$ cat config.mk
export PLATFORM = sky130hd
export DESIGN_NAME = cipl_ctrl
export DESIGN_NICKNAME = d
export VERILOG_FILES = /design/src/cipl_pkg.sv /design/src/cipl_ctrl.sv
export VERILOG_INCLUDE_DIRS = /design/src /design/src/src
export SDC_FILE = /design/constraint.sdc
export NUM_CORES = 1
export LEC_CHECK = 0
export CAP_MARGIN = 10
export CORE_ASPECT_RATIO = 0.8
export CORE_UTILIZATION = 45
export CTS_CLUSTER_SIZE = 28
export DETAILED_ROUTE_END_ITERATION = 8
export DONT_BUFFER_PORTS = 1
export PLACE_DENSITY = 0.6
export SETUP_SLACK_MARGIN = 0.2
export SLEW_MARGIN = 40
export SYNTH_ARGS = -nofsm -noshare
export SYNTH_HDL_FRONTEND = slang
export SYNTH_SLANG_ARGS = --single-unit
$ cat constraint.sdc
create_clock -name mclk -period 4 [get_ports mclk]
set_input_delay 0.6 -clock mclk [delete_from_list [all_inputs] [get_ports mclk]]
set_output_delay 0.6 -clock mclk [all_outputs]
set_load 0.01 [all_outputs]
$ cat src/cipl_cfg.svh
// Constants of the core interrupt priority logic: offsets, fields, timing.
// Assumes inclusion by bare name from the package, the design file and the bench.
`ifndef CIPL_CFG_SVH
`define CIPL_CFG_SVH

// ----------------------------------------------------------------
// Register offsets (byte addresses)
// ----------------------------------------------------------------
`define CIPL_ADDR_CTRL    12'h000
`define CIPL_ADDR_FLAGS   12'h004
`define CIPL_ADDR_STATUS  12'h008

// ----------------------------------------------------------------
// Control register fields
// ----------------------------------------------------------------
`define CIPL_CTRL_GEN     0
`define CIPL_CTRL_CONV_EN 1
`define CIPL_CTRL_PEN_LSB 8

// ----------------------------------------------------------------
// Timing, in CPU cycles and core clocks
// ----------------------------------------------------------------
`define CIPL_CPU_CYCLE_CLKS 13
`define CIPL_RESP_MIN_CPU   6
`define CIPL_RESP_MAX_CPU   11
`define CIPL_RESP_MIN_CLKS  (`CIPL_RESP_MIN_CPU * `CIPL_CPU_CYCLE_CLKS)

// ----------------------------------------------------------------
// Stack, vectors, port interrupt configuration {dir, option, value}
// ----------------------------------------------------------------
`define CIPL_STACK_DEPTH  6
`define CIPL_PC_W         12
`define CIPL_VEC_BASE     12'hFF0
`define CIPL_EXT_CFG      3'h2
`define CIPL_CNT_W        7

`endif

$ cat src/cipl_pkg.sv
// Types of the core interrupt priority logic.
// Assumes the constants header sits beside it.
`include "cipl_cfg.svh"

package cipl_pkg;
  typedef enum logic [1:0] {
    CIPL_MODE_NORMAL,
    CIPL_MODE_IRQ,
    CIPL_MODE_NMI
  } cipl_mode_t;

  typedef enum logic {
    CIPL_ST_IDLE,
    CIPL_ST_ENTRY
  } cipl_state_t;
endpackage : cipl_pkg

$ cat src/cipl_ctrl.sv
// Interrupt arbitration, entry and return sequencing for a small core.
// Assumes an APB master on mclk, a core sequencer that pulses its events
// on mclk and asynchronous pins for the non-maskable input and the port.
//
// How it works
// - Reset pre-empts any running service
// - Non-maskable pre-empts peripherals, never nests itself
// - No peripheral interrupt inside a peripheral service
// - Fixed priority, vector 0 highest, 4 lowest
// - Any request wakes wait; chosen ones stop
// - Non-maskable falling edge ignores global enable
// - Non-maskable latch cleared at service start
// - Peripheral needs global and own enable
// - Peripheral requests go to vectors 3, 4
// - Peripheral flags stay until software clears
// - Entry switches to interrupt or non-maskable flags
// - Entry pushes program counter onto stack
// - Maskable lines blocked during any service
// - Entry clears source latch, then loads vector
// - Return pops address and resumes routine
// - Option-clear load: enter, keep main flags
// - Response takes six to eleven CPU cycles
// - Port event needs pin configuration and enable
// - Conversion done wakes wait, not stop
// - Reset starts in non-maskable mode and flags
// - Return restores previous flags, values kept
// - Six 12-bit levels, push drops deepest
//
// Our own choices: the APB slave port and the address map.
`timescale 1ns/10ps
`include "cipl_cfg.svh"

module cipl_ctrl #(
  parameter int                  PIN_N          = 4,
  parameter int                  PERIPH_N       = 2,
  parameter int                  STACK_N        = `CIPL_STACK_DEPTH,
  parameter logic [PIN_N-1:0]    PIN_VEC2_MASK  = '0,
  parameter logic [PERIPH_N-1:0] VEC4_MASK      = '0,
  parameter logic [PERIPH_N-1:0] STOP_WAKE_MASK = '0
) (
  input  wire logic                  mclk,
  input  wire logic                  rst_b,
  input  wire logic                  psel,
  input  wire logic                  penable,
  input  wire logic                  pwrite,
  input  wire logic [11:0]           paddr,
  input  wire logic [31:0]           pwdata,
  output logic      [31:0]           prdata,
  output logic                       pready,
  output logic                       pslverr,
  input  wire logic                  nmi_pin_b,
  input  wire logic [PIN_N-1:0]      port_pin,
  input  wire logic [PIN_N-1:0]      port_dir,
  input  wire logic [PIN_N-1:0]      pin_value_bits,
  input  wire logic [PIN_N-1:0]      port_opt,
  input  wire logic [PERIPH_N-1:0]   periph_evt,
  input  wire logic                  conv_done,
  input  wire logic [11:0]           core_pc,
  input  wire logic                  core_instr_end,
  input  wire logic                  core_call,
  input  wire logic                  core_ret,
  input  wire logic                  core_return_from_isr,
  input  wire logic                  core_ldi_ior_clr,
  input  wire logic                  core_wait,
  input  wire logic                  core_stop,
  input  wire logic                  flag_we,
  input  wire logic                  carry_in,
  input  wire logic                  zero_in,
  output logic                       pc_load,
  output logic      [11:0]           pc_addr,
  output logic      [1:0]            irq_mode,
  output logic      [1:0]            flag_sel,
  output logic                       carry_out,
  output logic                       zero_out,
  output logic                       wake
);

  // ----------------------------------------------------------------
  // Elaboration checks
  // ----------------------------------------------------------------
  generate
    if (PIN_N < 1 || PERIPH_N < 1 || PERIPH_N > 8 || STACK_N < 1 || STACK_N > 7 ||
        `CIPL_RESP_MIN_CLKS < 2 || `CIPL_RESP_MIN_CLKS > 127) begin : g_bad
      $error("cipl_ctrl: parameter out of range");
    end
  endgenerate

  localparam logic [`CIPL_CNT_W-1:0] RESP_LOAD = `CIPL_CNT_W'(`CIPL_RESP_MIN_CLKS - 2);

  // ----------------------------------------------------------------
  // State
  // ----------------------------------------------------------------
  cipl_pkg::cipl_mode_t  mode_reg, mode_next, sel_reg, sel_next;
  cipl_pkg::cipl_mode_t  nmi_prev_mode_reg, nmi_prev_sel_reg, irq_prev_sel_reg;
  cipl_pkg::cipl_state_t state_reg;
  logic [`CIPL_CNT_W-1:0] cnt_reg;
  logic [2:0]             vec_reg;
  logic                   gen_reg, conv_en_reg;
  logic [PERIPH_N-1:0]    pen_reg, pflag_reg, pflag_clr;
  logic                   nmi_latch_reg;
  logic [1:0]             ext_latch_reg, ext_set;
  logic [11:0]            stack_reg [STACK_N];
  logic [2:0]             depth_reg;
  logic [1:0]             cz_reg [3];
  logic                   pc_load_reg, wake_reg, carry_reg, zero_reg;
  logic [11:0]            pc_addr_reg;
  logic [31:0]            prdata_reg;
  logic                   pready_reg, pslverr_reg;

  // ----------------------------------------------------------------
  // Pin synchronisers: three stages, second and third must agree
  // ----------------------------------------------------------------
  logic [PIN_N:0] raw_pins, s1_reg, s2_reg, s3_reg, filt_reg, fall;
  assign raw_pins = {port_pin, nmi_pin_b};

  genvar gi;
  generate
    for (gi = 0; gi <= PIN_N; gi++) begin : g_sync
      always_ff @(posedge mclk) begin
        if (!rst_b) begin
          s1_reg[gi]   <= 1'b1;
          s2_reg[gi]   <= 1'b1;
          s3_reg[gi]   <= 1'b1;
          filt_reg[gi] <= 1'b1;
        end else begin
          s1_reg[gi] <= raw_pins[gi];
          s2_reg[gi] <= s1_reg[gi];
          s3_reg[gi] <= s2_reg[gi];
          if (s2_reg[gi] == s3_reg[gi]) begin
            filt_reg[gi] <= s3_reg[gi];
          end
        end
      end
      assign fall[gi] = filt_reg[gi] & (s2_reg[gi] == s3_reg[gi]) & ~s3_reg[gi];
    end
  endgenerate

  // ----------------------------------------------------------------
  // Requests and arbitration
  // ----------------------------------------------------------------
  logic       wr_hit, setup;
  logic [4:0] req;
  logic       maskable_ok, accept, stop_src, any_src;
  logic [2:0] sel_vec;

  assign setup  = psel & ~penable;
  assign wr_hit = psel & penable & pready_reg & pwrite;

  always_comb begin
    ext_set = 2'h0;
    for (int i = 0; i < PIN_N; i++) begin
      if (fall[i+1] && gen_reg && {port_dir[i], port_opt[i], pin_value_bits[i]} == `CIPL_EXT_CFG) begin
        ext_set[PIN_VEC2_MASK[i]] = 1'b1;
      end
    end
  end

  assign req[0] = nmi_latch_reg;
  assign req[1] = ext_latch_reg[0];
  assign req[2] = ext_latch_reg[1];
  assign req[3] = |(pflag_reg & pen_reg & ~VEC4_MASK);
  assign req[4] = |(pflag_reg & pen_reg & VEC4_MASK) | (conv_done & conv_en_reg);

  assign maskable_ok = gen_reg & (mode_reg == cipl_pkg::CIPL_MODE_NORMAL);

  always_comb begin
    sel_vec = 3'h0;
    if (req[0] && mode_reg != cipl_pkg::CIPL_MODE_NMI) begin
      sel_vec = 3'h0;
    end else if (maskable_ok && req[1]) begin
      sel_vec = 3'h1;
    end else if (maskable_ok && req[2]) begin
      sel_vec = 3'h2;
    end else if (maskable_ok && req[3]) begin
      sel_vec = 3'h3;
    end else begin
      sel_vec = 3'h4;
    end
  end

  assign accept = (state_reg == cipl_pkg::CIPL_ST_IDLE) & core_instr_end &
                  ((req[0] & (mode_reg != cipl_pkg::CIPL_MODE_NMI)) |
                   (maskable_ok & |req[4:1]));

  // ----------------------------------------------------------------
  // Latches and flags: a set wins over a clear in the same cycle
  // ----------------------------------------------------------------
  assign pflag_clr = (wr_hit && paddr == `CIPL_ADDR_FLAGS) ? pwdata[PERIPH_N-1:0] : '0;

  always_ff @(posedge mclk) begin
    if (!rst_b) begin
      nmi_latch_reg <= 1'b0;
      ext_latch_reg <= 2'h0;
    end else begin
      nmi_latch_reg <= (nmi_latch_reg & ~(accept && sel_vec == 3'h0)) | fall[0];
      ext_latch_reg <= (ext_latch_reg & ~{accept && sel_vec == 3'h2,
                                          accept && sel_vec == 3'h1}) | ext_set;
    end
  end

  always_ff @(posedge mclk) begin
    if (!rst_b) begin
      pflag_reg <= '0;
    end else begin
      pflag_reg <= (pflag_reg & ~pflag_clr) | periph_evt;
    end
  end

  // ----------------------------------------------------------------
  // Mode and flag context
  // ----------------------------------------------------------------
  logic return_from_isr_ok;
  assign return_from_isr_ok = core_return_from_isr & (state_reg == cipl_pkg::CIPL_ST_IDLE) & ~accept;

  always_comb begin
    mode_next = mode_reg;
    sel_next  = sel_reg;
    if (accept && sel_vec == 3'h0) begin
      mode_next = cipl_pkg::CIPL_MODE_NMI;
      sel_next  = cipl_pkg::CIPL_MODE_NMI;
    end else if (accept) begin
      mode_next = cipl_pkg::CIPL_MODE_IRQ;
      if (!core_ldi_ior_clr) begin
        sel_next = cipl_pkg::CIPL_MODE_IRQ;
      end
    end else if (return_from_isr_ok && mode_reg == cipl_pkg::CIPL_MODE_NMI) begin
      mode_next = nmi_prev_mode_reg;
      sel_next  = nmi_prev_sel_reg;
    end else if (return_from_isr_ok && mode_reg == cipl_pkg::CIPL_MODE_IRQ) begin
      mode_next = cipl_pkg::CIPL_MODE_NORMAL;
      sel_next  = irq_prev_sel_reg;
    end
  end

  always_ff @(posedge mclk) begin
    if (!rst_b) begin
      mode_reg          <= cipl_pkg::CIPL_MODE_NMI;
      sel_reg           <= cipl_pkg::CIPL_MODE_NMI;
      nmi_prev_mode_reg <= cipl_pkg::CIPL_MODE_NORMAL;
      nmi_prev_sel_reg  <= cipl_pkg::CIPL_MODE_NORMAL;
      irq_prev_sel_reg  <= cipl_pkg::CIPL_MODE_NORMAL;
    end else begin
      mode_reg <= mode_next;
      sel_reg  <= sel_next;
      if (accept && sel_vec == 3'h0) begin
        nmi_prev_mode_reg <= mode_reg;
        nmi_prev_sel_reg  <= sel_reg;
      end else if (accept) begin
        irq_prev_sel_reg <= sel_reg;
      end
    end
  end

  // Flag values survive context switches
  always_ff @(posedge mclk) begin
    if (!rst_b) begin
      for (int i = 0; i < 3; i++) begin
        cz_reg[i] <= 2'h0;
      end
      carry_reg <= 1'b0;
      zero_reg  <= 1'b0;
    end else begin
      if (flag_we) begin
        cz_reg[sel_reg] <= {carry_in, zero_in};
      end
      if (flag_we && sel_next == sel_reg) begin
        {carry_reg, zero_reg} <= {carry_in, zero_in};
      end else begin
        {carry_reg, zero_reg} <= cz_reg[sel_next];
      end
    end
  end

  // ----------------------------------------------------------------
  // Return stack
  // ----------------------------------------------------------------
  logic push, pop;
  assign push = accept | (core_call & ~accept);
  assign pop  = (return_from_isr_ok | (core_ret & ~accept)) & (depth_reg != 3'h0);

  generate
    for (gi = 0; gi < STACK_N; gi++) begin : g_stack
      always_ff @(posedge mclk) begin
        if (!rst_b) begin
          stack_reg[gi] <= 12'h000;
        end else if (push) begin
          stack_reg[gi] <= (gi == 0) ? core_pc : stack_reg[(gi == 0) ? 0 : gi-1];
        end else if (pop && gi < STACK_N-1) begin
          stack_reg[gi] <= stack_reg[(gi < STACK_N-1) ? gi+1 : gi];
        end
      end
    end
  endgenerate

  always_ff @(posedge mclk) begin
    if (!rst_b) begin
      depth_reg <= 3'h0;
    end else if (push && depth_reg != 3'(STACK_N)) begin
      depth_reg <= depth_reg + 3'h1;
    end else if (pop) begin
      depth_reg <= depth_reg - 3'h1;
    end
  end

  // ----------------------------------------------------------------
  // Entry sequence and program counter loads
  // ----------------------------------------------------------------
  always_ff @(posedge mclk) begin
    if (!rst_b) begin
      state_reg <= cipl_pkg::CIPL_ST_IDLE;
      cnt_reg   <= '0;
      vec_reg   <= 3'h0;
    end else begin
      unique case (state_reg)
        cipl_pkg::CIPL_ST_IDLE: begin
          if (accept) begin
            state_reg <= cipl_pkg::CIPL_ST_ENTRY;
            cnt_reg   <= RESP_LOAD;
            vec_reg   <= sel_vec;
          end
        end
        cipl_pkg::CIPL_ST_ENTRY: begin
          if (cnt_reg == '0) begin
            state_reg <= cipl_pkg::CIPL_ST_IDLE;
          end else begin
            cnt_reg <= cnt_reg - `CIPL_CNT_W'(1);
          end
        end
      endcase
    end
  end

  always_ff @(posedge mclk) begin
    if (!rst_b) begin
      pc_load_reg <= 1'b0;
      pc_addr_reg <= 12'h000;
    end else if (state_reg == cipl_pkg::CIPL_ST_ENTRY && cnt_reg == '0) begin
      pc_load_reg <= 1'b1;
      pc_addr_reg <= `CIPL_VEC_BASE + {8'h00, vec_reg, 1'b0};
    end else if (pop) begin
      pc_load_reg <= 1'b1;
      pc_addr_reg <= stack_reg[0];
    end else begin
      pc_load_reg <= 1'b0;
    end
  end

  // ----------------------------------------------------------------
  // Wake from low power
  // ----------------------------------------------------------------
  // Wait: any; stop: external and chosen
  assign any_src  = nmi_latch_reg | (gen_reg & |req[4:1]);
  assign stop_src = nmi_latch_reg | |ext_latch_reg |
                    (gen_reg & |(pflag_reg & pen_reg & STOP_WAKE_MASK));

  always_ff @(posedge mclk) begin
    if (!rst_b) begin
      wake_reg <= 1'b0;
    end else begin
      wake_reg <= (core_wait & any_src) | (core_stop & stop_src);
    end
  end

  // ----------------------------------------------------------------
  // APB slave: no wait states, registered answer
  // ----------------------------------------------------------------
  always_ff @(posedge mclk) begin
    if (!rst_b) begin
      gen_reg     <= 1'b0;
      conv_en_reg <= 1'b0;
      pen_reg     <= '0;
    end else if (wr_hit && paddr == `CIPL_ADDR_CTRL) begin
      gen_reg     <= pwdata[`CIPL_CTRL_GEN];
      conv_en_reg <= pwdata[`CIPL_CTRL_CONV_EN];
      pen_reg     <= pwdata[`CIPL_CTRL_PEN_LSB +: PERIPH_N];
    end
  end

  always_ff @(posedge mclk) begin
    if (!rst_b) begin
      pready_reg  <= 1'b0;
      pslverr_reg <= 1'b0;
      prdata_reg  <= 32'h0000_0000;
    end else begin
      pready_reg  <= setup;
      pslverr_reg <= setup & ~(paddr == `CIPL_ADDR_CTRL || paddr == `CIPL_ADDR_FLAGS ||
                               paddr == `CIPL_ADDR_STATUS);
      prdata_reg  <= 32'h0000_0000;
      if (setup && !pwrite) begin
        unique case (paddr)
          `CIPL_ADDR_CTRL:   prdata_reg <= 32'({pen_reg, 6'h00, conv_en_reg, gen_reg});
          `CIPL_ADDR_FLAGS:  prdata_reg <= 32'(pflag_reg);
          `CIPL_ADDR_STATUS: prdata_reg <= 32'({depth_reg, state_reg, nmi_latch_reg,
                                                ext_latch_reg, sel_reg, mode_reg});
          default:           prdata_reg <= 32'h0000_0000;
        endcase
      end
    end
  end

  assign prdata    = prdata_reg;
  assign pready    = pready_reg;
  assign pslverr   = pslverr_reg;
  assign pc_load   = pc_load_reg;
  assign pc_addr   = pc_addr_reg;
  assign irq_mode  = mode_reg;
  assign flag_sel  = sel_reg;
  assign carry_out = carry_reg;
  assign zero_out  = zero_reg;
  assign wake      = wake_reg;

  // ----------------------------------------------------------------
  // Assertions
  // ----------------------------------------------------------------
  localparam int AST_RESP = `CIPL_RESP_MIN_CLKS;
endmodule : cipl_ctrl

==> impl_results.md <==
- Status: finished, final reports clean
- DR vias: 4565
- Final Util: 0.507
- Post-Syn Area: 7080 um2
- Port Buffers: 0
- Final Wtd Congestion: 0.811
- Clock Skew: 0.0108 ns
- Post-synth EDFFs: 80
- Worst Hold Path Cells: 1
- Cell area after layout: 7690 um2
- Synth Register Bits: 162
- Total track usage: 0.182
- Arrival @ worst endpoint: roughly 3.0 ns
- Worst EP required: between 4 and 5 ns
- Syn-to-layout area delta: 8.72%
- Initial Util: 0.467
- Number of global-route vias before repair: about 4.2k
- Final min period: 2.80 ns
- Share of cells above drive strength 1: 0.100
- Die Width: 142 um
- Rows: 40
- Die Area: approximately 16000 um2
- RSZ-0062 raised after global routing: false
- Initial DRC count: 371
- First-pass GRT wire length: between 20000 and 25000 um
- Final nets: 678
- Post-synth ARST share: 0
- Hold Path End: prdata[8]$_SDFF_PN0_
- Max-slew violations: 0
- Clk buf depth: 2
- CP Class: reg -> reg
- Worst path max stage delay: between 0.5 and 0.6 ns
- WL final: 14100 um
- Skew-Pair Late Insertion Delay: 0.42 ns
- Placement Cell Area: 7130 um2
- Post-synth top area share: 0.340
- Core area: approximately 15000 um2
- IO Pins: about 150
- Synthesized instance count: 598
- Synth unique cells: 72
- Yosys warns: 0
- Residual DRC count: 0
- Max reg flops: 72
- Die height: approximately 110 um
- Grt ovf: 0
- Antenna Violating Nets Remaining: 0
- P per Cell Area: 545 nW/um2
- DR pass1 iterations: 5
- Reg clk slew, reported paths: 0.06 ns
- Final setup fails: 0
- Post-CTS sizing: 0
- Worst reg2reg path depth: 7
- Crit-path max FO: 48
- Setup TNS: 0 ns
- Hold Crit Start: paddr[2]
- Via density: 5.65
- # hold bufs at CTS: 0
- Slowest-stage cell, CP: dfxtp_1
- Crit share post-route: 0.701
- DR WL/cell: 17.5 um
- Dominant synthesized flop cell: dfxtp_1
- Max-slew headroom: 0.498
- Inserted Diodes: 0
- CTS sink cnt: between 150 and 200
- Fin. Hold Viols: 0
- Worst setup EP type: register
- Leakage power: 2.90 nW
- Seq/Total Area, Yosys: 0.572
- Clock H-tree levels: 4
- Max cap viols: 0
- Root buffer cell: clkbuf_16
- Peak VDD IR: 0.000325 V
- Crit-path cells: nand2b_1 -> and4b_1 -> nor2_4 -> nand2_1 -> or2_1 -> nand2b_2 -> buf_12
- RR Startpoint: irq_mode[0]$_SDFFE_PP0P_
- Setup crit start kind: register
- F_max: 357 MHz
- Worst-margin pin slew: approximately 0.75 ns
- Synthesized area per cell: 11.8 um2
- R2r setup slk: 1.20 ns
- Yosys top cell by area: edfxtp_1
- Reg2reg end: stack_reg[1][6]$_DFFE_PP_
- Synth area leaders: edfxtp_1 34%, dfxtp_1 23%, a22o_1 7.6%
- Detail Placement HPWL: a little over 9000 um
- Initial antenna violation count: 0
- CTS buffer count: 17
- Largest net degree at the start of global routing: 77
- Hold WC Path Type: in -> reg
- CTS tree: done
- Post-CTS setup buffer count: 0
[kinds of logic (layout without fill, tap and decap cells)]
family                     Yosys count  count (layout)  share of synthesized area
muxes                               22              22                     0.0313
buffers and inverters               67              47                     0.0561
other                                1              21                   0.000530
AOI/OAI and AO/OA                  156             156                      0.174
xor gates and xnor gates             5               5                    0.00619
adders and majority gates            2               2                    0.00460
DFF                                162             162                      0.572
and+or+nand+nor                    183             183                      0.155
[worst max-delay path: cells and delay by family (launching register included)]
kind                   cells  cell delay (ns)
and+or+nand+nor            6             1.76
DFF                        1             0.52
buffers and inverters      1             0.22
[layer usage]
metal | vias to the layer above | wire length [um] | track usage | part of all wire
li1 | 2162 | - | - | -
met1 | 2236 | 7060 | 0.266 | 0.50
met2 | 153 | 6000 | 0.255 | 0.42
met3 | 14 | 907 | 0.0489 | 0.064
met4 | 0 | 164 | 0.0695 | 0.012
met5 | - | 0 | 0 | 0
[stage by stage]
step / setup slack, ns / total power, mW / hold WS (ns) / instances
CTS: 1.11 / 4.24 / 0.236 / 808
finish: 1.20 / 4.20 / 0.251 / 808
global placement: 1.16 / 2.66 / 0.392 / 776
global route: 1.08 / 4.39 / 0.226 / 808
floorplan: 0.651 / 2.58 / 0.386 / 618
detailed placement: 1.11 / 2.69 / 0.399 / 776
[cell usage after synthesis, drive strengths merged (9+ instances only)]
cell / count
a21boi: 20
buf: 35
and2: 22
nand3: 9
nor4b: 13
a22o: 61
mux2i: 21
dfxtp: 82
nand2b: 24
nor3: 11
nand2: 32
nor2: 30
nor2b: 15
clkbuf: 25
o21ai: 13
a21oi: 22
edfxtp: 80
[power by group]
group	switching, mW	internal (mW)	total (mW)	leakage (nW)
Clock	0.651	0.893	1.54	0.289
Sequential	0.173	2.01	2.18	1.57
Combinational	0.258	0.212	0.470	1.04
[cell usage in the layout, fill, tap and decap left out, types with 3 or more instances in the layout]
cell type	instances
nand4_1	3
dfxtp_1	82
o31ai_1	7
edfxtp_1	80
a21boi_0	9
o31a_1	6
nand2b_1	22
nand3b_1	6
inv_1	7
a21boi_1	11
xnor2_1	3
buf_4	6
conb_1	21
inv_4	7
and2_1	22
nor2_1	27
nor3_1	10
a21oi_1	21
nand3_1	9
nand2_1	32
mux2i_1	21
nor2b_1	15
clkbuf_16	17
a22o_1	61
o211a_1	3
nor3b_1	3
o21ai_0	11
nor4b_1	11
[worst max-delay path by stage]
stage | depth (start not counted) | endpoint | slack [ns] | from
after global placement | 7 | stack_reg[1][18]$_DFFE_PP_ | 1.16 | conv_done
after CTS | 7 | depth_reg[0]$_SDFFE_PN0P_ | 1.11 | irq_mode[0]$_SDFFE_PP0P_
after detailed placement | 7 | depth_reg[0]$_SDFFE_PN0P_ | 1.11 | irq_mode[0]$_SDFFE_PP0P_
final | 7 | stack_reg[1][6]$_DFFE_PP_ | 1.20 | irq_mode[0]$_SDFFE_PP0P_
after global routing | 8 | stack_reg[2][9]$_SDFFCE_PN0P_ | 1.08 | irq_mode[0]$_SDFFE_PP0P_
after floorplan | 7 | stack_reg[0][0]$_DFFE_PP_ | 0.65 | conv_done
[layout make-up]
| class | count | area (um2) |
|---|---|---|
| Fill cell | 1309 | 7470 |
| Timing Repair Buffer | 8 | 85.1 |
| Sequential cell | 162 | 4040 |
| Clock buffer | 20 | 458 |
| Multi-Input combinational cell | 389 | 2720 |
| Clock inverter | 12 | 101 |
| Tap cell | 210 | 263 |
| Inverter | 7 | 26.3 |
Note: power is estimated with default switching activity, not from simulation.
